File: config.mk
export PLATFORM = sky130hd
export DESIGN_NAME = spcc_top
export DESIGN_NICKNAME = d
export VERILOG_FILES = /design/src/spcc_pkg.sv /design/src/spcc_pclk_div.sv /design/src/spcc_top.sv
export SDC_FILE = /design/constraint.sdc
export NUM_CORES = 1
export LEC_CHECK = 0
export ABC_CLOCK_PERIOD_IN_PS = 6100
export BUFFER_PORTS_ARGS = -buffer_cell sky130_fd_sc_hd__buf_2
export CAP_MARGIN = 40
export CORE_AREA = 2 2 110 112
export DETAILED_ROUTE_END_ITERATION = 8
export DIE_AREA = 0 0 112 114
export GPL_TIMING_DRIVEN = 1
export PLACE_DENSITY = 0.75
export RECOVER_POWER = 100
export SLEW_MARGIN = 20
export SYNTH_ARGS = -nofsm -noshare
export SYNTH_HDL_FRONTEND = slang
export SYNTH_SLANG_ARGS = --single-unit
File: constraint.sdc
create_clock -name clk_in -period 6.1 [get_ports clk_in]
set_input_delay 0 -clock clk_in [delete_from_list [all_inputs] [get_ports clk_in]]
set_output_delay 0 -clock clk_in [all_outputs]
set_load 0.01 [all_outputs]
File: src/spcc_pkg.sv
package spcc_pkg;
  localparam int SPCC_NUM_EXT = 9;
  localparam int SPCC_NUM_IRQ = 4;
  localparam int SPCC_NUM_PERIPH = 8;
  localparam int SPCC_AW = 4;
  // register byte offsets
  localparam logic [SPCC_AW-1:0] SPCC_ADDR_PWR = 4'h0;
  localparam logic [SPCC_AW-1:0] SPCC_ADDR_DIV = 4'h1;
  localparam logic [SPCC_AW-1:0] SPCC_ADDR_MAP = 4'h2;
  localparam logic [SPCC_AW-1:0] SPCC_ADDR_PGATE = 4'h3;
  localparam logic [SPCC_AW-1:0] SPCC_ADDR_EMODE = 4'h4;
  localparam logic [SPCC_AW-1:0] SPCC_ADDR_EWAKE = 4'h5;
  localparam logic [SPCC_AW-1:0] SPCC_ADDR_ESEL = 4'h6;
  localparam logic [SPCC_AW-1:0] SPCC_ADDR_STAT = 4'h7;
  localparam logic [SPCC_AW-1:0] SPCC_ADDR_CLR = 4'h8;
  localparam logic [SPCC_AW-1:0] SPCC_ADDR_IEN = 4'h9;
  localparam logic [SPCC_AW-1:0] SPCC_ADDR_STATE = 4'hA;
  localparam int SPCC_PWR_IDLE_BIT = 0;
  localparam int SPCC_PWR_PD_BIT = 1;
  // divider codes: 01 full rate, 10 half, 00 quarter
  localparam logic [1:0] SPCC_DIV_QUARTER = 2'h0;
  localparam logic [1:0] SPCC_DIV_FULL = 2'h1;
  localparam logic [1:0] SPCC_DIV_HALF = 2'h2;
  localparam logic [1:0] SPCC_DIV_RESET = SPCC_DIV_QUARTER;
  localparam logic SPCC_MAP_RESET = 1'b0;
  localparam logic [SPCC_NUM_PERIPH-1:0] SPCC_PGATE_RESET = 8'hFF;
  localparam int SPCC_STAT_W = 4;
  localparam int SPCC_ST_IDLE_BIT = 0;
  localparam int SPCC_ST_PD_BIT = 1;
  localparam int SPCC_ST_WAKE_BIT = 2;
  localparam int SPCC_ST_DIVCHG_BIT = 3;
  localparam int SPCC_WAKE_W = 16;
  localparam logic [SPCC_WAKE_W-1:0] SPCC_WAKE_CYCLES = 16'h0800;
  typedef enum logic [3:0] {
    SPCC_RUN = 4'h1,
    SPCC_IDLE = 4'h2,
    SPCC_PDOWN = 4'h4,
    SPCC_WAKE = 4'h8
  } spcc_state_t;
endpackage

File: src/spcc_pclk_div.sv
`timescale 1ns/1ps
`default_nettype none
module spcc_pclk_div
  import spcc_pkg::*;
(
  input wire logic clk_in,
  input wire logic rst_n_in,
  input wire logic run_in,
  input wire logic [1:0] sel_in,
  output logic pclk_en_out,
  output logic [1:0] active_out
);
  logic [1:0] cnt_q;
  logic [1:0] cnt_d;
  logic [1:0] act_q;
  logic [1:0] act_d;
  logic [1:0] term;
  logic wrap;
  assign term = (act_q == SPCC_DIV_FULL) ? 2'h0 : (act_q == SPCC_DIV_HALF) ? 2'h1 : 2'h3;
  assign wrap = (cnt_q == term);
  assign cnt_d = wrap ? 2'h0 : cnt_q + 2'h1;
  // new ratio only at a period boundary, so no pulse is shortened
  assign act_d = (wrap && sel_in != 2'h3) ? sel_in : act_q;
  assign pclk_en_out = run_in && wrap;
  assign active_out = act_q;
  always_ff @(posedge clk_in or negedge rst_n_in) begin
    if (!rst_n_in) begin
      cnt_q <= 2'h0;
      act_q <= SPCC_DIV_RESET;
    end else if (run_in) begin
      cnt_q <= cnt_d;
      act_q <= act_d;
    end
  end
  AST_DIV_BOUNDARY: assert property (@(posedge clk_in) disable iff (!rst_n_in)
    (act_q != $past(act_q)) |-> $past(wrap)) else $error("divider changed mid period");
endmodule
`default_nettype wire

File: src/spcc_top.sv
`timescale 1ns/1ps
`default_nettype none
module spcc_top
  import spcc_pkg::*;
#(
  parameter logic [SPCC_WAKE_W-1:0] WAKE_CYCLES = SPCC_WAKE_CYCLES
) (
  input wire logic clk_in,
  input wire logic reset_n_in,
  input wire logic [SPCC_AW-1:0] addr_in,
  input wire logic [31:0] wdata_in,
  input wire logic wr_in,
  input wire logic rd_in,
  output logic [31:0] rdata_out,
  input wire logic [SPCC_NUM_EXT-1:0] ext_irq_in,
  input wire logic periph_irq_in,
  input wire logic pll_on_in,
  input wire logic osc_ready_in,
  output logic [SPCC_NUM_IRQ-1:0] ext_req_out,
  output logic cpu_clock_en_out,
  output logic mem_bus_clk_en_out,
  output logic pclk_en_out,
  output logic [SPCC_NUM_PERIPH-1:0] periph_clk_en_out,
  output logic osc_enable_out,
  output logic pll_keep_out,
  output logic pin_hold_out,
  output logic map_ram_out,
  output logic irq_out
);
  logic [1:0] rst_sync_q;
  logic rst_n;
  always_ff @(posedge clk_in or negedge reset_n_in) begin
    if (!reset_n_in) begin
      rst_sync_q <= 2'h0;
    end else begin
      rst_sync_q <= {rst_sync_q[0], 1'b1};
    end
  end
  assign rst_n = rst_sync_q[1];

  logic [SPCC_NUM_EXT-1:0] ext_s1_q;
  logic [SPCC_NUM_EXT-1:0] ext_s2_q;
  logic [SPCC_NUM_EXT-1:0] ext_prev_q;
  logic osc_s1_q;
  logic osc_s2_q;
  always_ff @(posedge clk_in or negedge rst_n) begin
    if (!rst_n) begin
      ext_s1_q <= '0;
      ext_s2_q <= '0;
      ext_prev_q <= '0;
      osc_s1_q <= 1'b0;
      osc_s2_q <= 1'b0;
    end else begin
      ext_s1_q <= ext_irq_in;
      ext_s2_q <= ext_s1_q;
      ext_prev_q <= ext_s2_q;
      osc_s1_q <= osc_ready_in;
      osc_s2_q <= osc_s1_q;
    end
  end

  logic [1:0] pwr_q;
  logic [1:0] div_q;
  logic map_q;
  logic [SPCC_NUM_PERIPH-1:0] pgate_q;
  logic [SPCC_NUM_EXT-1:0] emode_q;
  logic [SPCC_NUM_EXT-1:0] ewake_q;
  logic [2*SPCC_NUM_EXT-1:0] esel_q;
  logic [SPCC_NUM_EXT-1:0] eflag_q;
  logic [SPCC_STAT_W-1:0] stat_q;
  logic [SPCC_STAT_W-1:0] ien_q;
  logic [31:0] rdata_q;
  logic [SPCC_WAKE_W-1:0] wcnt_q;
  logic pll_was_on_q;
  spcc_state_t state_q;
  spcc_state_t state_d;

  logic wr_pwr, wr_div, wr_map, wr_pgate, wr_emode, wr_ewake, wr_esel, wr_clr, wr_ien;
  assign wr_pwr = wr_in && (addr_in == SPCC_ADDR_PWR);
  assign wr_div = wr_in && (addr_in == SPCC_ADDR_DIV);
  assign wr_map = wr_in && (addr_in == SPCC_ADDR_MAP);
  assign wr_pgate = wr_in && (addr_in == SPCC_ADDR_PGATE);
  assign wr_emode = wr_in && (addr_in == SPCC_ADDR_EMODE);
  assign wr_ewake = wr_in && (addr_in == SPCC_ADDR_EWAKE);
  assign wr_esel = wr_in && (addr_in == SPCC_ADDR_ESEL);
  assign wr_clr = wr_in && (addr_in == SPCC_ADDR_CLR);
  assign wr_ien = wr_in && (addr_in == SPCC_ADDR_IEN);

  // external inputs: rising edge or high level, per input mode
  logic [SPCC_NUM_EXT-1:0] ext_hit;
  logic [SPCC_NUM_IRQ-1:0] req_comb;
  genvar gi;
  generate
    for (gi = 0; gi < SPCC_NUM_EXT; gi++) begin : g_ext
      assign ext_hit[gi] = emode_q[gi] ? (ext_s2_q[gi] && !ext_prev_q[gi]) : ext_s2_q[gi];
    end
  endgenerate
  always_comb begin
    req_comb = '0;
    for (int i = 0; i < SPCC_NUM_EXT; i++) begin
      // edge flags are sticky; level inputs follow the pin
      if (emode_q[i] ? eflag_q[i] : ext_s2_q[i]) begin
        req_comb[esel_q[2*i +: 2]] = 1'b1;
      end
    end
  end
  logic [SPCC_NUM_EXT-1:0] eflag_d;
  assign eflag_d = (eflag_q & ~(wr_clr ? wdata_in[SPCC_STAT_W +: SPCC_NUM_EXT] : '0))
                 | (ext_hit & emode_q);

  // level-detected wake, taken from the clk_in synchronizer flops; gated by software enable
  logic pd_wake;
  assign pd_wake = |(ext_s2_q & ewake_q);
  logic any_irq;
  assign any_irq = periph_irq_in || (|req_comb);

  logic wake_done;
  assign wake_done = osc_s2_q && (wcnt_q >= WAKE_CYCLES);
  always_comb begin
    state_d = state_q;
    case (state_q)
      SPCC_RUN: begin
        if (wr_pwr && wdata_in[SPCC_PWR_PD_BIT]) begin
          state_d = SPCC_PDOWN;
        end else if (wr_pwr && wdata_in[SPCC_PWR_IDLE_BIT]) begin
          state_d = SPCC_IDLE;
        end
      end
      SPCC_IDLE: begin
        if (any_irq) begin
          state_d = SPCC_RUN;
        end
      end
      SPCC_PDOWN: begin
        if (pd_wake) begin
          state_d = SPCC_WAKE;
        end
      end
      SPCC_WAKE: begin
        if (wake_done) begin
          state_d = SPCC_RUN;
        end
      end
      default: state_d = SPCC_RUN;
    endcase
  end

  logic [SPCC_STAT_W-1:0] stat_set;
  logic div_changed;
  logic [1:0] div_active;
  assign stat_set[SPCC_ST_IDLE_BIT] = (state_q == SPCC_IDLE) && (state_d == SPCC_RUN);
  assign stat_set[SPCC_ST_PD_BIT] = (state_q == SPCC_PDOWN) && (state_d == SPCC_WAKE);
  assign stat_set[SPCC_ST_WAKE_BIT] = (state_q == SPCC_WAKE) && (state_d == SPCC_RUN);
  assign stat_set[SPCC_ST_DIVCHG_BIT] = div_changed;
  // set wins over a clear in the same cycle
  logic [SPCC_STAT_W-1:0] stat_d;
  assign stat_d = (stat_q & ~(wr_clr ? wdata_in[SPCC_STAT_W-1:0] : '0)) | stat_set;

  always_ff @(posedge clk_in or negedge rst_n) begin
    if (!rst_n) begin
      state_q <= SPCC_RUN;
      wcnt_q <= '0;
      pll_was_on_q <= 1'b0;
    end else begin
      state_q <= state_d;
      wcnt_q <= (state_q == SPCC_WAKE) ? wcnt_q + 1'b1 : '0;
      if (state_q == SPCC_RUN) begin
        pll_was_on_q <= pll_on_in;
      end
    end
  end

  always_ff @(posedge clk_in or negedge rst_n) begin
    if (!rst_n) begin
      pwr_q <= 2'h0;
      div_q <= SPCC_DIV_RESET;
      map_q <= SPCC_MAP_RESET;
      pgate_q <= SPCC_PGATE_RESET;
      emode_q <= '0;
      ewake_q <= '0;
      esel_q <= '0;
      eflag_q <= '0;
      stat_q <= '0;
      ien_q <= '0;
    end else begin
      pwr_q <= (state_d == SPCC_RUN) ? 2'h0 : {state_d == SPCC_PDOWN, state_d == SPCC_IDLE};
      if (wr_div) div_q <= wdata_in[1:0];
      if (wr_map) map_q <= wdata_in[0];
      if (wr_pgate) pgate_q <= wdata_in[SPCC_NUM_PERIPH-1:0];
      if (wr_emode) emode_q <= wdata_in[SPCC_NUM_EXT-1:0];
      if (wr_ewake) ewake_q <= wdata_in[SPCC_NUM_EXT-1:0];
      if (wr_esel) esel_q <= wdata_in[2*SPCC_NUM_EXT-1:0];
      if (wr_ien) ien_q <= wdata_in[SPCC_STAT_W-1:0];
      eflag_q <= eflag_d;
      stat_q <= stat_d;
    end
  end

  logic [31:0] rd_mux;
  assign rd_mux = (addr_in == SPCC_ADDR_PWR) ? {30'h0, pwr_q} :
                  (addr_in == SPCC_ADDR_DIV) ? {30'h0, div_active} :
                  (addr_in == SPCC_ADDR_MAP) ? {31'h0, map_q} :
                  (addr_in == SPCC_ADDR_PGATE) ? {24'h0, pgate_q} :
                  (addr_in == SPCC_ADDR_EMODE) ? {23'h0, emode_q} :
                  (addr_in == SPCC_ADDR_EWAKE) ? {23'h0, ewake_q} :
                  (addr_in == SPCC_ADDR_ESEL) ? {14'h0, esel_q} :
                  (addr_in == SPCC_ADDR_STAT) ? {19'h0, eflag_q, stat_q} :
                  (addr_in == SPCC_ADDR_IEN) ? {28'h0, ien_q} :
                  (addr_in == SPCC_ADDR_STATE) ? {28'h0, state_q} : 32'h0;
  always_ff @(posedge clk_in or negedge rst_n) begin
    if (!rst_n) begin
      rdata_q <= '0;
    end else begin
      rdata_q <= rd_in ? rd_mux : 32'h0;
    end
  end

  logic div_run;
  logic [1:0] div_prev_q;
  assign div_run = (state_q == SPCC_RUN) || (state_q == SPCC_IDLE);
  spcc_pclk_div u_div (
    .clk_in(clk_in),
    .rst_n_in(rst_n),
    .run_in(div_run),
    .sel_in(div_q),
    .pclk_en_out(pclk_en_out),
    .active_out(div_active)
  );
  always_ff @(posedge clk_in or negedge rst_n) begin
    if (!rst_n) begin
      div_prev_q <= SPCC_DIV_RESET;
    end else begin
      div_prev_q <= div_active;
    end
  end
  assign div_changed = (div_prev_q != div_active);

  assign cpu_clock_en_out = (state_q == SPCC_RUN);
  assign mem_bus_clk_en_out = (state_q == SPCC_RUN);
  assign periph_clk_en_out = div_run ? pgate_q : '0;
  assign osc_enable_out = (state_q != SPCC_PDOWN);
  // core-side pll request drops in power-down; idle keeps the prior state
  assign pll_keep_out = (state_q == SPCC_IDLE) ? pll_was_on_q : (state_q == SPCC_RUN) && pll_on_in;
  assign pin_hold_out = (state_q == SPCC_PDOWN) || (state_q == SPCC_WAKE);
  assign map_ram_out = map_q;
  assign ext_req_out = req_comb;
  assign irq_out = |(stat_q & ien_q);
  assign rdata_out = rdata_q;

  AST_IDLE_WAKE: assert property (@(posedge clk_in) disable iff (!rst_n)
    (state_q == SPCC_IDLE && any_irq) |=> cpu_clock_en_out) else $error("idle not left on irq");
  AST_IDLE_PCLK: assert property (@(posedge clk_in) disable iff (!rst_n)
    (state_q == SPCC_IDLE) |-> (!cpu_clock_en_out && !mem_bus_clk_en_out && div_run)) else $error("idle gating");
  AST_PD_OSC: assert property (@(posedge clk_in) disable iff (!rst_n)
    (state_q == SPCC_PDOWN) |-> (!osc_enable_out && !pclk_en_out && periph_clk_en_out == '0)) else $error("pd clocks");
  AST_PD_HOLD: assert property (@(posedge clk_in) disable iff (!rst_n)
    (state_q == SPCC_PDOWN) |=> $stable(map_q) && $stable(pgate_q) && pin_hold_out) else $error("pd state lost");
  AST_PD_EXIT: assert property (@(posedge clk_in) disable iff (!rst_n)
    (state_q == SPCC_PDOWN && pd_wake) |=> (state_q == SPCC_WAKE && !cpu_clock_en_out)) else $error("pd exit");
  AST_WAKE_TIMER: assert property (@(posedge clk_in) disable iff (!rst_n)
    ($past(state_q) == SPCC_PDOWN && state_q == SPCC_RUN) |-> 1'b0) else $error("wake timer skipped");
  AST_DIV_RESET: assert property (@(posedge clk_in)
    $rose(rst_n) |-> (div_q == SPCC_DIV_QUARTER)) else $error("divider reset value");
  AST_PGATE: assert property (@(posedge clk_in) disable iff (!rst_n)
    wr_pgate |=> (state_q == SPCC_PDOWN || periph_clk_en_out == $past(wdata_in[SPCC_NUM_PERIPH-1:0])))
    else $error("peripheral gate");
  AST_MAP: assert property (@(posedge clk_in) disable iff (!rst_n)
    wr_map |=> (map_ram_out == $past(wdata_in[0]))) else $error("vector map");
  AST_IDLE_ENTER: assert property (@(posedge clk_in) disable iff (!rst_n)
    (state_q == SPCC_RUN && wr_pwr && wdata_in[SPCC_PWR_IDLE_BIT] && !wdata_in[SPCC_PWR_PD_BIT])
    |=> (state_q == SPCC_IDLE && !cpu_clock_en_out)) else $error("idle not entered");
  AST_PD_ENTER: assert property (@(posedge clk_in) disable iff (!rst_n)
    (state_q == SPCC_RUN && wr_pwr && wdata_in[SPCC_PWR_PD_BIT])
    |=> (state_q == SPCC_PDOWN && !osc_enable_out)) else $error("power-down not entered");
  AST_PD_STAY: assert property (@(posedge clk_in) disable iff (!rst_n)
    (state_q == SPCC_PDOWN && !pd_wake) |=> (state_q == SPCC_PDOWN)) else $error("power-down left without wake");
  AST_WAKE_HOLD: assert property (@(posedge clk_in) disable iff (!rst_n)
    (state_q == SPCC_WAKE && !wake_done) |=> (state_q == SPCC_WAKE && !cpu_clock_en_out))
    else $error("execution before oscillator stable");
  AST_WAKE_RUN: assert property (@(posedge clk_in) disable iff (!rst_n)
    (state_q == SPCC_WAKE && wake_done) |=> cpu_clock_en_out) else $error("wake timer never ends");
  AST_PLL_KEEP: assert property (@(posedge clk_in) disable iff (!rst_n)
    (state_q == SPCC_RUN && state_d == SPCC_IDLE && pll_on_in) |=> pll_keep_out)
    else $error("pll dropped in idle");
  AST_EXT_FLAG: assert property (@(posedge clk_in) disable iff (!rst_n)
    (|(ext_hit & emode_q)) |=> (|eflag_q)) else $error("edge flag lost");
endmodule
`default_nettype wire

# == After elaboration in Yosys (flattened, before gate mapping) ==
# Index checks and enable logic that the tools add are counted.
# totals
output_inout_bits,52
latch_bits,0
memories,0
word_cells,209
in_bits,52
register_bits,142
ram_bits,0
rom_bits,0
# op_classes
magnitude_cmp,19
n_mul,0
reduce_logical,53
bitwise_logic,17
n_addsub,2
div,0
eq_ne,24
n_mux,71
n_shift,0
# ops
cell,count
18-bit two-way mux,8
4-bit two-way mux,17
1-bit logical AND,36
4-bit OR,9
1-bit two-way mux,28
9-bit AND,3
2-bit by 3-bit < comparator with 1-bit output (second input constant),9
4-bit by 3-bit equality test with 1-bit output (second input constant),6
4-bit equality test (second input constant),5
1-bit demux with 2-bit select,9
2-bit by 1-bit greater-or-equal comparator with 1-bit output (second input constant),9
16-bit by 1-bit adder with 16-bit output (second input constant),1
4-bit by 2-bit equality test with 1-bit output (second input constant),4
16-bit by 12-bit greater-or-equal comparator with 1-bit output (second input constant),1
16-bit two-way mux,1
4-bit one-hot mux with 4 select lines,1
13-bit two-way mux,1
4-bit by 1-bit equality test with 1-bit output (second input constant),3
1-bit logical NOT,9
9-bit two-way mux,1
9-bit NOT,1
9-bit OR,1
9-bit OR reduction,1
4-bit AND,2
14 further kinds,20

# == Depth between registers and ports, before layout ==
# Gate-level depths: netlist (run 1).
# depth
ltp_word,28
depth_mapped,8
ltp_nobuf,7

# == Hierarchy ==
# A second synthesis (run 1) with hierarchy kept.
# unflattened
hier_cells,561
hier_area_um2,6448.7
# by_module_without_submodules
mod,n_inst,area_each_um2,cells_each,seq_area_each_um2
spcc_top,1,6223.5,543,3464.6
spcc_pclk_div,1,225.2,18,100.1

# == Worst setup path after synthesis (run 1) ==
# OpenSTA, ideal clock, no wires.
# synth_timing
path_kind,reg2reg
from,register emode_q[5]
to,register pwr_q[0]
slack_ns,4.080
path_buffers,0
setup_ns,0.068
period_less_slack_ns,2.020
required_ns,6.032
path_stages_with_launch,7
t_arrival_ns,1.952
path_cell_list,dfrtp_1 mux2i_2 nor3b_1 a2111o_1 or3_4 nor4_4 a32o_1
# synth_between
elab_chain_cells,14
elab_cells_between_ends,15
cone_classes,2 x eq/ne; 8 x mux; 3 x bitwise; 2 x reduce/logical
# synth_lines
item,line_no,text
"start, declared",spcc_top.sv:66,logic [SPCC_NUM_EXT-1:0] emode_q;
"start signal, assigned",spcc_top.sv:190,if (wr_emode) emode_q <= wdata_in[SPCC_NUM_EXT-1:0];
1-bit two-way mux *,spcc_top.sv:102,if (emode_q[i] ? eflag_q[i] : ext_s2_q[i]) begin
4-bit two-way mux *,spcc_top.sv:102,
4-bit OR (no source line),-,
4-bit two-way mux *,spcc_top.sv:102,
4-bit OR (no source line),-,
4-bit two-way mux *,spcc_top.sv:102,
4-bit OR (no source line),-,
4-bit two-way mux *,spcc_top.sv:102,
via ext_req_out[2],spcc_top.sv:19,"output logic [SPCC_NUM_IRQ-1:0] ext_req_out,"
4-bit OR reduction *,spcc_top.sv:115,assign any_irq = periph_irq_in || (|req_comb);
1-bit logical OR *,spcc_top.sv:115,
4-bit two-way mux *,spcc_top.sv:130,if (any_irq) begin
4-bit one-hot mux with 4 select lines *,spcc_top.sv:121,case (state_q)
4-bit by 2-bit equality test with 1-bit output or 4-bit by 1-bit equality test with 1-bit output (tied branches),spcc_top.sv:186,"pwr_q <= (state_d == SPCC_RUN) ? 2'h0 : {state_d == SPCC_PDOWN, state_d == SPCC_IDLE};"
2-bit two-way mux *,spcc_top.sv:186,
"end signal, assigned",spcc_top.sv:186,
"end, declared",spcc_top.sv:62,logic [1:0] pwr_q;
# The timed path passes the listed nets; every way through them passes the cells marked *.
# A chain may end at the register's enable or synchronous reset.

==> results of run 1 <==
[routing by layer]
| metal | up-vias | track usage, % | wire [um] | part of all wire, % |
|---|---|---|---|---|
| li1 | 2210 | - | - | - |
| met3 | 27 | 6.004 | 936 | 6.3 |
| met1 | 2337 | 32.15 | 6517 | 44 |
| met4 | 0 | 10.33 | 346 | 2.3 |
| met5 | - | 0 | 0 | 0 |
| met2 | 173 | 38.30 | 7099 | 48 |
[final cells by class]
| cell class | count | area (sq um) | share of cell area [%] |
|---|---|---|---|
| multi-input cells | 396 | 2689 | 34.71 |
| inverters | 12 | 45.04 | 0.5814 |
| clock buffers | 18 | 429.2 | 5.539 |
| repair buffers | 113 | 695.7 | 8.979 |
| flip-flops and latches | 142 | 3568 | 46.06 |
| well taps | 147 | 183.9 | 2.374 |
| clock inverters | 14 | 136.4 | 1.760 |
[registers in the layout, indices dropped and copies added, names as in the netlist, 4 cells and up]
| name | flops |
|---|---|
| ien_q | 4 |
| ewake_q | 9 |
| ext_prev_q | 9 |
| wcnt_q | 16 |
| emode_q | 9 |
| pgate_q | 8 |
| ext_s2_q | 9 |
| ext_s1_q | 9 |
| stat_q | 4 |
| rdata_out | 18 |
| state_q | 4 |
| eflag_q | 9 |
| esel_q | 18 |
[metrics by stage]
step / instances / setup WS [ns]
floorplan: 585 / 1.866
global placement: 774 / 3.738
detailed placement: 775 / 3.725
CTS: 839 / 3.564
global route: 842 / 1.872
finish: 842 / 2.541
[repair_timing]
item,CTS,global route
hold endpoints to repair,79,0
endpoints found under the setup margin,0,0
hold buffers,32,0
[report_power, final]
part | leakage (nW) | internal, mW | total [mW] | switching (mW)
clock network | 0.268 | 0.567 | 0.976 | 0.409
logic | 1.38 | 0.249 | 0.500 | 0.251
registers | 1.74 | 1.08 | 1.22 | 0.138
[cells in the final DEF (no fill, tap or decap), types with 5 or more instances in the layout]
cell and count:
dfrtp_1 132, nand2_1 64, mux2_2 50, nor2_1 49, clkbuf_1 45, buf_2 35, dlygate4sd3_1 32, o21ai_0 25
clkbuf_16 17, nor3_1 15, conb_1 15, xor2_1 13, inv_1 12, nor2b_1 12, nand3_1 12, mux2i_1 12
nor3b_1 12, a22oi_1 10, nand3b_1 9, dfstp_2 9, a21oi_1 8, nand2b_1 7, a31oi_1 6, xnor2_1 6
and3_1 5, clkinv_4 5
[cell families (layout without fill, tap and decap cells)]
| group | Yosys count | count (layout) | share of synthesized area, % |
|---|---|---|---|
| multiplexers | 70 | 70 | 12.98 |
| flip-flops | 142 | 142 | 55.18 |
| other | 2 | 15 | 0.1163 |
| buffers and inverters | 47 | 157 | 3.641 |
| AO/OA/AOI/OAI | 80 | 80 | 8.658 |
| XOR/XNOR | 19 | 19 | 2.576 |
| adder cells (fa/ha/maj) | 3 | 3 | 0.5811 |
| AND/OR/NAND/NOR | 209 | 209 | 16.27 |
[worst max-delay path, cell delays in order, from the launching register on]
cell and delay [ns]:
dfrtp_4 0.44, clkbuf_1 2.21, buf_4 0.66, buf_16 0.30
[worst max path at each step]
stage                                  startpoint                 endpoint  slack (ns)  cells after the start
after floorplan           rst_sync_q[1]$_DFF_PN0_  div_prev_q[0]$_DFF_PN0_        1.87                      0
after global placement     emode_q[5]$_DFFE_PN0P_       pwr_q[0]$_DFF_PN0_        3.74                      6
after detailed placement   emode_q[1]$_DFFE_PN0P_       pwr_q[0]$_DFF_PN0_        3.73                      6
after CTS                    state_q[2]$_DFF_PN0_              pclk_en_out        3.56                      5
after global routing      rst_sync_q[1]$_DFF_PN0_   pgate_q[0]$_DFFE_PN1P_        1.87                      3
final                     rst_sync_q[1]$_DFF_PN0_   pgate_q[0]$_DFFE_PN1P_        2.54                      3
==> metrics.md, run 1 <==
| Metric | Value |
|---|---|
| GP Congestion | `0.8922` |
| EDFF count, synth | `0` |
| Synthesized area | `0.006460 sq mm` |
| Power Total | `2.696 mW` |
| Port Buffers | `75` |
| Ports | `104` |
| Synth top area cells | `dfrtp_1 52%, mux2_2 8.7%, nand2_1 3.7%` |
| Final setup TNS | `0 ns` |
| Largest net degree at the start of global routing | `65` |
| CTS clk-pin slew, worst paths | `0.06 ns` |
| Hold worst-path end | `state_q[0]$_DFF_PN1_` |
| YS warnings | `0` |
| Die Y | `114 um` |
| Status | `complete, but fails checks` |
| Yosys top cell area share | `51.52%` |
| CTS sink cnt | `142` |
| Most common cell in the netlist | `dfrtp_1` |
| Vias post-DR | `4747` |
| Post-DR wirelength/cell | `17.69 um` |
| CTS max path bufs | `2` |
| #FFs+latches synth | `142` |
| Worst EP required | `6.63 ns` |
| Core area | `0.01171 sq mm` |
| Clk root buf | `clkbuf_16` |
| Cell Area, Placed | `0.006927 sq mm` |
| Htree depth | `4` |
| Syn_area_per_cell | `11.29 sq um` |
| Share of cells above drive strength 1 | `19.86%` |
| Initial Utilization | `55.16%` |
| First-pass detailed-route iteration total | `5` |
| TritonCTS clock tree | `done` |
| Worst-skew pair later-pin latency | `0.42 ns` |
| Num CTS Buffers | `17` |
| First-pass GRT wire length | `24020 um` |
| Post_cts resized | `0` |
| Pwr dens | `348.0 mW/mm^2` |
| Die X | `112 um` |
| Worst VDD drop | `248.2 uV` |
| FF-to-FF End | `pgate_q[0]$_DFFE_PN1P_` |
| Final wirelength | `14900 um` |
| Ys flop type | `dfrtp_1` |
| Yosys cell types | `58` |
| Hold Path Stages | `5` |
| Violated checks | `capacitance limit, slew limit` |
| ANT nets after route | `0` |
| CP Class | `flop to asynchronous set/reset pin` |
| Fin area | `0.007747 sq mm` |
| CP endpoint kind | `asynchronous set/reset pin` |
| R2R setup slack | `2.54 ns` |
| Period utilisation layout | `58.35%` |
| Vias in the first global route | `4810` |
| Die area | `0.01277 sq mm` |
| Total GRT Usage | `24.16%` |
| DR vias/cell | `5.638` |
| Fmax | `0.2810 GHz` |
| Unrepaired setup endpoints after global routing | `false` |
| Fraction of the yosys area taken by sequential cells | `55.18%` |
| Grt ovf | `0` |
| R2r worst-path depth | `3` |
| CP arrival | `4.09 ns` |
| Syn Inst Count | `572` |
| Initial drt markers | `341` |
| Worst hold-check path type | `primary input to flop` |
| Worst r2r src | `rst_sync_q[1]$_DFF_PN0_` |
| Final Core Density | `66.15%` |
| Final #Nets | `737` |
| WHS | `0.08863 ns` |
| Synth area leader | `dfrtp_1` |
| Initial antenna violation count | `0` |
| Ant diodes | `0` |
| Detailed Place HPWL | `10050 um` |
| Post-CTS Setup Inserts | `0` |
| Async S/R FF share, synth | `100.0%` |
| Final setup violation count | `0` |
| Fillcell total | `921` |
| Minimum clock period | `3.559 ns` |
| Hold Startpoint | `periph_irq_in` |
| DRC viols | `0` |
| Top cells by count, synth | `133 x dfrtp_1, 64 x nand2_1, 50 x mux2_2, 49 x nor2_1, 24 x o21ai_0` |
| Relative slew slack | `-109.0%` |
| Leak pwr | `3.385 nW` |
| Max Cap Violations | `1` |
| Worst-path maximum fanout | `61` |
| Actual slew at the worst max-slew pin | `3.135 ns` |
| Final hold vios | `0` |
| Synth-to-Final Area Change | `19.93%` |
| Fin. max-slew vios | `62` |
| Fin Clk Skew | `0.008585 ns` |
| Startpoint Class | `flop` |
| Cell Rows | `40` |
(Power assumes the default switching activity.)
==> run 2, diff against run 1 <==
--- a/config.mk
+++ b/config.mk
@@ -5,7 +5,7 @@
 export SDC_FILE = /design/constraint.sdc
 export NUM_CORES = 1
 export LEC_CHECK = 0
-export ABC_CLOCK_PERIOD_IN_PS = 6100
+export ABC_CLOCK_PERIOD_IN_PS = 3650
 export BUFFER_PORTS_ARGS = -buffer_cell sky130_fd_sc_hd__buf_2
 export CAP_MARGIN = 40
 export CORE_AREA = 2 2 110 112
==> constraint.sdc (replaced) <==
create_clock -name clk_in -period 3.65 [get_ports clk_in]
set_input_delay 0 -clock clk_in [delete_from_list [all_inputs] [get_ports clk_in]]
set_output_delay 0 -clock clk_in [all_outputs]
set_load 0.01 [all_outputs]
==> metrics.md, run 2 (same netlist as run 1, synthesis figures left out) <==
| Metric | Value |
|---|---|
| Status | `complete, but fails checks` |
| Violated checks | `capacitance limit, slew limit` |
| Relative slew slack | `-35.68% (+73 points)` |
| CP endpoint kind | `flop` |
| # hold bufs at CTS | `32 (unchanged)` |
| Fin Clk Skew | `0.005473 ns (-0.003112 ns)` |
| Fmax | `0.3537 GHz (+26%)` |
| Post-DR wirelength/cell | `17.91 um (+1.2%)` |
| Placed instance count | `777 (+0.26%)` |
| Max Cap Violations | `1 (unchanged)` |
| Worst hold-check path type | `primary input to flop` |
| Most common cell after layout, fill and taps aside | `dfrtp_1` |
| Detailed Place HPWL | `10120 um (+0.66%)` |
| Die X | `112 um (unchanged)` |
| Final hold vios | `0 (unchanged)` |
| Unrepaired setup endpoints after global routing | `false` |
| Period utilisation layout | `77.45% (+19 points)` |
| Fin area | `0.007864 sq mm (+1.5%)` |
| Synth-to-Final Area Change | `21.73%` |
| WHS | `0.05778 ns (-0.03086 ns)` |
| GP Congestion | `0.9266 (+3.9%)` |
| Min setup slack post-route | `0.8231 ns (-1.718 ns)` |
| Post-CTS Setup Inserts | `0 (unchanged)` |
| CP Class | `flop to flop` |
| CTS sink cnt | `142 (unchanged)` |
| Worst-skew pair later-pin latency | `0.42 ns (about the same)` |
| R2R setup slack | `0.82 ns (-1.72 ns)` |
| DRC viols | `0 (unchanged)` |
| Setup Slack @ Placement | `1.300 ns (-2.425 ns)` |
| DR vias/cell | `5.609 (-0.51%)` |
| Initial drt markers | `360 (+5.6%)` |
| Clk root buf | `clkbuf_16` |
| Final wirelength | `15060 um (+1.1%)` |
| Pwr dens | `621.2 mW/mm^2 (+78%)` |
| Power Total | `4.885 mW (+81%)` |
| Actual slew at the worst max-slew pin | `2.035 ns (-1.100 ns)` |
| Ant diodes | `0 (unchanged)` |
| Fillcell total | `895 (-2.8%)` |
| First-pass GRT wire length | `24670 um (+2.7%)` |
| Buf/Inv on CP | `0 (-3)` |
| CTS clk-pin slew, worst paths | `0.06 ns (about the same)` |
| Delay-heaviest family, CP | `simple AND/OR/NAND/NOR gates` |
| Htree depth | `4 (unchanged)` |
| Final Core Density | `67.15% (+0.99 points)` |
| Largest net degree at the start of global routing | `54 (-17%)` |
| Port Buffers | `75 (unchanged)` |
| Grt ovf | `0 (unchanged)` |
| Share of cells above drive strength 1 | `19.88% (+0.029 points)` |
| Final setup violation count | `0 (unchanged)` |
| Most frequent cells in the layout | `133 x dfrtp_1, 64 x nand2_1, 49 x nor2_1, 49 x mux2_2, 42 x clkbuf_1` |
| ANT nets after route | `0 (unchanged)` |
| Minimum clock period | `2.827 ns (-0.7324 ns)` |
| Vias post-DR | `4717 (-0.63%)` |
| First-pass detailed-route iteration total | `5 (unchanged)` |
| Layout Cells excl Fill | `841 (-0.12%)` |
| Worst VDD drop | `363.5 uV (+46%)` |
| CP arrival | `3.08 ns (-1.01 ns)` |
| Initial antenna violation count | `0 (unchanged)` |
| Leak pwr | `3.459 nW (+2.2%)` |
| Final setup TNS | `0 ns (unchanged)` |
| Ports | `104 (unchanged)` |
| Worst-path maximum fanout | `4 (-93%)` |
| Die Y | `114 um (unchanged)` |
| TritonCTS clock tree | `done` |
| Fin. max-slew vios | `54 (-13%)` |
| CP Cell Sequence | `mux2i_2 -> nor3b_1 -> a2111o_1 -> or3_1 -> nor4_1 -> o21ai_0` |
| Die area | `0.01277 sq mm (unchanged)` |
| CP max stage delay | `0.82 ns (-1.39 ns)` |
| Vias in the first global route | `4712 (-2.0%)` |
| Post_cts resized | `0 (unchanged)` |
| CTS max path bufs | `2 (unchanged)` |
| Cell Area, Placed | `0.006919 sq mm (-0.11%)` |
| Cell Rows | `40 (unchanged)` |
| Startpoint Class | `flop` |
| Final #Nets | `738 (+0.14%)` |
| Core area | `0.01171 sq mm (unchanged)` |
| Initial Utilization | `55.16% (unchanged)` |
| Worst EP required | `3.91 ns (-2.72 ns)` |
| Master of the slowest instance on the critical path | `nor4_1` |
| Total GRT Usage | `25.03% (+0.87 points)` |
| Num CTS Buffers | `17 (unchanged)` |
==> run 2: cell count changes in the layout (fill, tap and decap cells not counted), sizes merged <==
cell | previous run | this run
clkinvlp | 3 | 1
clkbuf | 62 | 60
clkinv | 6 | 4
bufinv | 1 | 7
buf | 37 | 40
inv | 16 | 12
==> run 2: metal layers <==
| layer | vias to the layer above | routed length, um | GRT usage (%) |
|---|---|---|---|
| met5 | - | 0 | 0 |
| li1 | 2213 | - | - |
| met2 | 155 | 7277 | 39.72 |
| met4 | 0 | 170 | 7.642 |
| met1 | 2334 | 6794 | 34.78 |
| met3 | 15 | 821 | 5.951 |
==> run 2: final cells by class <==
cell class	instances	area, sq um	area share, %
Tap cell	147	183.9	2.339
Clock buffer	18	439.2	5.585
Timing Repair Buffer	114	700.7	8.910
Clock inverter	12	241.5	3.071
Sequential cell	142	3565	45.33
Inverter	12	45.04	0.5728
Multi-Input combinational cell	396	2689	34.19
==> run 2: worst register-to-register path, cell delays in order (launching register included) <==
cell	delay, ns
dfrtp_1	0.43
mux2i_2	0.34
nor3b_1	0.11
a2111o_1	0.40
or3_1	0.37
nor4_1	0.82
o21ai_0	0.19
==> run 2: worst paths after layout <==
check                                   startpoint  cells past startpoint                          to
max                         emode_q[5]$_DFFE_PN0P_                      6         stat_q[0]$_DFF_PN0_
min                                     addr_in[0]                      3      rdata_out[1]$_DFF_PN0_
max reg2reg                 emode_q[5]$_DFFE_PN0P_                      6         stat_q[0]$_DFF_PN0_
min reg2reg                  ext_s1_q[8]$_DFF_PN0_                      0       ext_s2_q[8]$_DFF_PN0_
max in group asynchronous  rst_sync_q[1]$_DFF_PN0_                      1  u_div.cnt_q[0]$_DFFE_PN0N_
min in group asynchronous               reset_n_in                      3     rst_sync_q[0]$_DFF_PN0_
==> run 2: power breakdown <==
group	internal (mW)	switching, mW
sequential	1.81	0.248
clock	1.36	0.637
combinational	0.416	0.419
==> run 3, diff against run 2 <==
--- a/config.mk
+++ b/config.mk
@@ -5,14 +5,14 @@
 export SDC_FILE = /design/constraint.sdc
 export NUM_CORES = 1
 export LEC_CHECK = 0
-export ABC_CLOCK_PERIOD_IN_PS = 3650
+export ABC_CLOCK_PERIOD_IN_PS = 2500
 export BUFFER_PORTS_ARGS = -buffer_cell sky130_fd_sc_hd__buf_2
 export CAP_MARGIN = 40
-export CORE_AREA = 2 2 110 112
+export CORE_AREA = 2 2 116 118
 export DETAILED_ROUTE_END_ITERATION = 8
-export DIE_AREA = 0 0 112 114
+export DIE_AREA = 0 0 118 120
 export GPL_TIMING_DRIVEN = 1
-export PLACE_DENSITY = 0.75
+export PLACE_DENSITY = 0.71
 export RECOVER_POWER = 100
 export SLEW_MARGIN = 20
 export SYNTH_ARGS = -nofsm -noshare
==> constraint.sdc (replaced) <==
create_clock -name clk_in -period 2.5 [get_ports clk_in]
set_input_delay 0 -clock clk_in [delete_from_list [all_inputs] [get_ports clk_in]]
set_output_delay 0 -clock clk_in [all_outputs]
set_load 0.01 [all_outputs]
==> metrics.md, run 3 (same netlist as run 1, synthesis figures left out) <==
| Metric | Value |
|---|---|
| Status | `complete, no violations` |
| Minimum clock period | `2.372 ns` |
| Num CTS Buffers | `17 (unchanged)` |
| Final wirelength | `15500 um (+2.9%)` |
| Logic gate share of total power | `18.5% (+1.4 points)` |
| GP Congestion | `0.8678 (-6.3%)` |
| Worst hold-check path type | `primary input to flop` |
| Vias in the first global route | `4717 (+0.11%)` |
| Worst-skew pair later-pin latency | `0.43 ns (about the same)` |
| Htree depth | `4 (unchanged)` |
| Most frequent cells in the layout | `133 x dfrtp_1, 64 x nand2_1, 50 x mux2_2` |
| CP max stage delay | `0.53 ns (-0.29 ns)` |
| Vias post-DR | `4803 (+1.8%)` |
| Max Cap Violations | `0 (-1)` |
| Grt ovf | `0 (unchanged)` |
| Worst-path maximum fanout | `5 (+1)` |
| Delay-heaviest family, CP | `simple AND/OR/NAND/NOR gates` |
| Most common cell after layout, fill and taps aside | `dfrtp_1` |
| Initial drt markers | `415 (+15%)` |
| Final #Nets | `745 (+0.95%)` |
| Sequential share of power | `43.6% (+1.5 points)` |
| Final setup TNS | `0 ns (unchanged)` |
| Buf/Inv on CP | `2 (+2)` |
| Power Total | `6.859 mW (+40%)` |
| Ant diodes | `0 (unchanged)` |
| CTS max path bufs | `2 (unchanged)` |
| Pwr dens | `871.1 mW/mm^2 (+40%)` |
| Switching Fraction | `28.25% (+1.6 points)` |
| Largest net degree at the start of global routing | `49 (-9.3%)` |
| Master of the slowest instance on the critical path | `nor3_1` |
| CP Class | `flop to output pin` |
| DRC viols | `0 (unchanged)` |
| Share of cells above drive strength 1 | `21.05% (+1.2 points)` |
| CP endpoint kind | `output pin` |
| Fmax | `0.4216 GHz` |
| First-pass GRT wire length | `25220 um (+2.2%)` |
| Core area | `0.01298 sq mm (+11%)` |
| Worst EP required | `2.50 ns (-1.41 ns)` |
| Post-DR wirelength/cell | `17.64 um (-1.5%)` |
| WHS | `0.04403 ns (-0.01375 ns)` |
| Clock group share of total power | `37.9% (-2.9 points)` |
| P_sw | `1.938 mW (+49%)` |
| Initial Utilization | `49.77% (-5.4 points)` |
| Most frequent CP cell | `nor2_1` |
| DR vias/cell | `5.464 (-2.6%)` |
| TritonCTS clock tree | `done` |
| CP arrival | `2.37 ns (-0.71 ns)` |
| Startpoint Class | `flop` |
| Unrepaired setup endpoints after global routing | `false` |
| Actual slew at the worst max-slew pin | `1.479 ns (-0.5561 ns)` |
| Worst VDD drop | `537.2 uV (+48%)` |
| Leak pwr | `3.461 nW (about the same)` |
| ANT nets after route | `0 (unchanged)` |
| Port Buffers | `75 (unchanged)` |
| Relative slew slack | `1.390% (+37 points)` |
| Period utilisation layout | `94.88%` |
| Fin. max-slew vios | `0 (-100%)` |
| Fin Clk Skew | `0.009201 ns (+0.003728 ns)` |
| Initial antenna violation count | `0 (unchanged)` |
| CTS clk-pin slew, worst paths | `0.06 ns (about the same)` |
| Cell Rows | `42 (+5.0%)` |
| Final hold vios | `0 (unchanged)` |
| Ports | `104 (unchanged)` |
| Die area | `0.01416 sq mm (+11%)` |
| Synth-to-Final Area Change | `21.89%` |
| CTS sink cnt | `142 (unchanged)` |
| Detailed Place HPWL | `10740 um (+6.1%)` |
| CP Cell Sequence | `nor2_1 -> nand3b_1 -> inv_1 -> nor2_1 -> nor3_1 -> buf_2` |
| Total GRT Usage | `23.44% (-1.6 points)` |
| Die X | `118 um (+5.4%)` |
| Die Y | `120 um (+5.3%)` |
| Clk root buf | `clkbuf_16` |
| Final setup violation count | `0 (unchanged)` |
| P_int | `4.921 mW (+37%)` |
| First-pass detailed-route iteration total | `6 (+1)` |
run 3: changes by cell type in the layout (fill, tap and decap cells not counted), moves of 2 or more:
cell | previous run | this run
clkbuf_8 | 1 | 4
buf_4 | 3 | 5
bufinv_16 | 7 | 3
clkinv_2 | 3 | 5
clkbuf_2 | 0 | 5
clkinvlp_4 | 1 | 3
run 3: routing by layer:
layer	track usage (%)	part of all wire (%)	up-vias
met5	0	0	-
met4	9.563	1.9	0
met3	6.369	6.0	26
met2	36.95	48	176
met1	30.93	44	2377
li1	-	-	2224
run 3: final timing paths:
| path | startpoint | to | slack (ns) | depth (start not counted) |
|---|---|---|---|---|
| max in group asynchronous | rst_sync_q[1]$_DFF_PN0_ | wcnt_q[3]$_DFF_PN0_ | 0.81 | 1 |
| min in group asynchronous | rst_sync_q[1]$_DFF_PN0_ | eflag_q[8]$_DFF_PN0_ | 0.21 | 0 |
| worst min register to register | rst_sync_q[1]$_DFF_PN0_ | eflag_q[8]$_DFF_PN0_ | 0.21 | 0 |
| worst max register to register | emode_q[5]$_DFFE_PN0P_ | pwr_q[0]$_DFF_PN0_ | 0.15 | 6 |
| worst min-delay path | periph_irq_in | state_q[0]$_DFF_PN1_ | 0.04 | 5 |
| worst max-delay path | state_q[2]$_DFF_PN0_ | pclk_en_out | 0.13 | 6 |
run 3: area by class of cell:
| class | instances | area [sq um] |
|---|---|---|
| clock buffer | 21 | 480.5 |
| clock inverter | 11 | 137.6 |
| fill | 1083 | 5106 |
| inverter | 12 | 45.04 |
| multi-input combinational | 396 | 2700 |
| sequential | 142 | 3565 |
| tap | 176 | 220.2 |
| timing repair buffer | 121 | 725.7 |
run 3: metrics by stage:
stage / instances / area (sq um) / worst slack [ns] / utilization [%]
2_1_floorplan: 585 / 6510 / 0.1505 / -
3_3_place_gp: 815 / 7048 / 0.2967 / 54.30
3_5_place_dp: 815 / 7048 / 0.2474 / 54.30
4_1_cts: 879 / 7986 / 0.2017 / 61.53
5_1_grt: 879 / 7874 / 0.01253 / 60.66
6_report: 879 / 7874 / 0.1279 / 60.66
run 3: power groups by stage:
stage	clock (mW)	combinational [mW]	sequential [mW]
6_report	2.60	1.27	2.99
5_1_grt	2.75	1.40	3.04
4_1_cts	2.64	1.31	2.98
3_5_place_dp	0	1.25	3.02
3_3_place_gp	0	1.23	3.00
2_1_floorplan	0	0.897	2.93
run 3: tightest hold or removal path: stages:
cell	delay, ns
buf_2	0.09
nor2_1	0.04
nand3_1	0.11
nor4_4	0.07
o21ai_1	0.13
run 3: what timing repair did:
| item | CTS | global route |
|---|---|---|
| hold buffers | 32 | 0 |
| hold endpoints to repair | 80 | 0 |
| gates resized for setup | 0 | 0 |
| setup buffers | 0 | 0 |
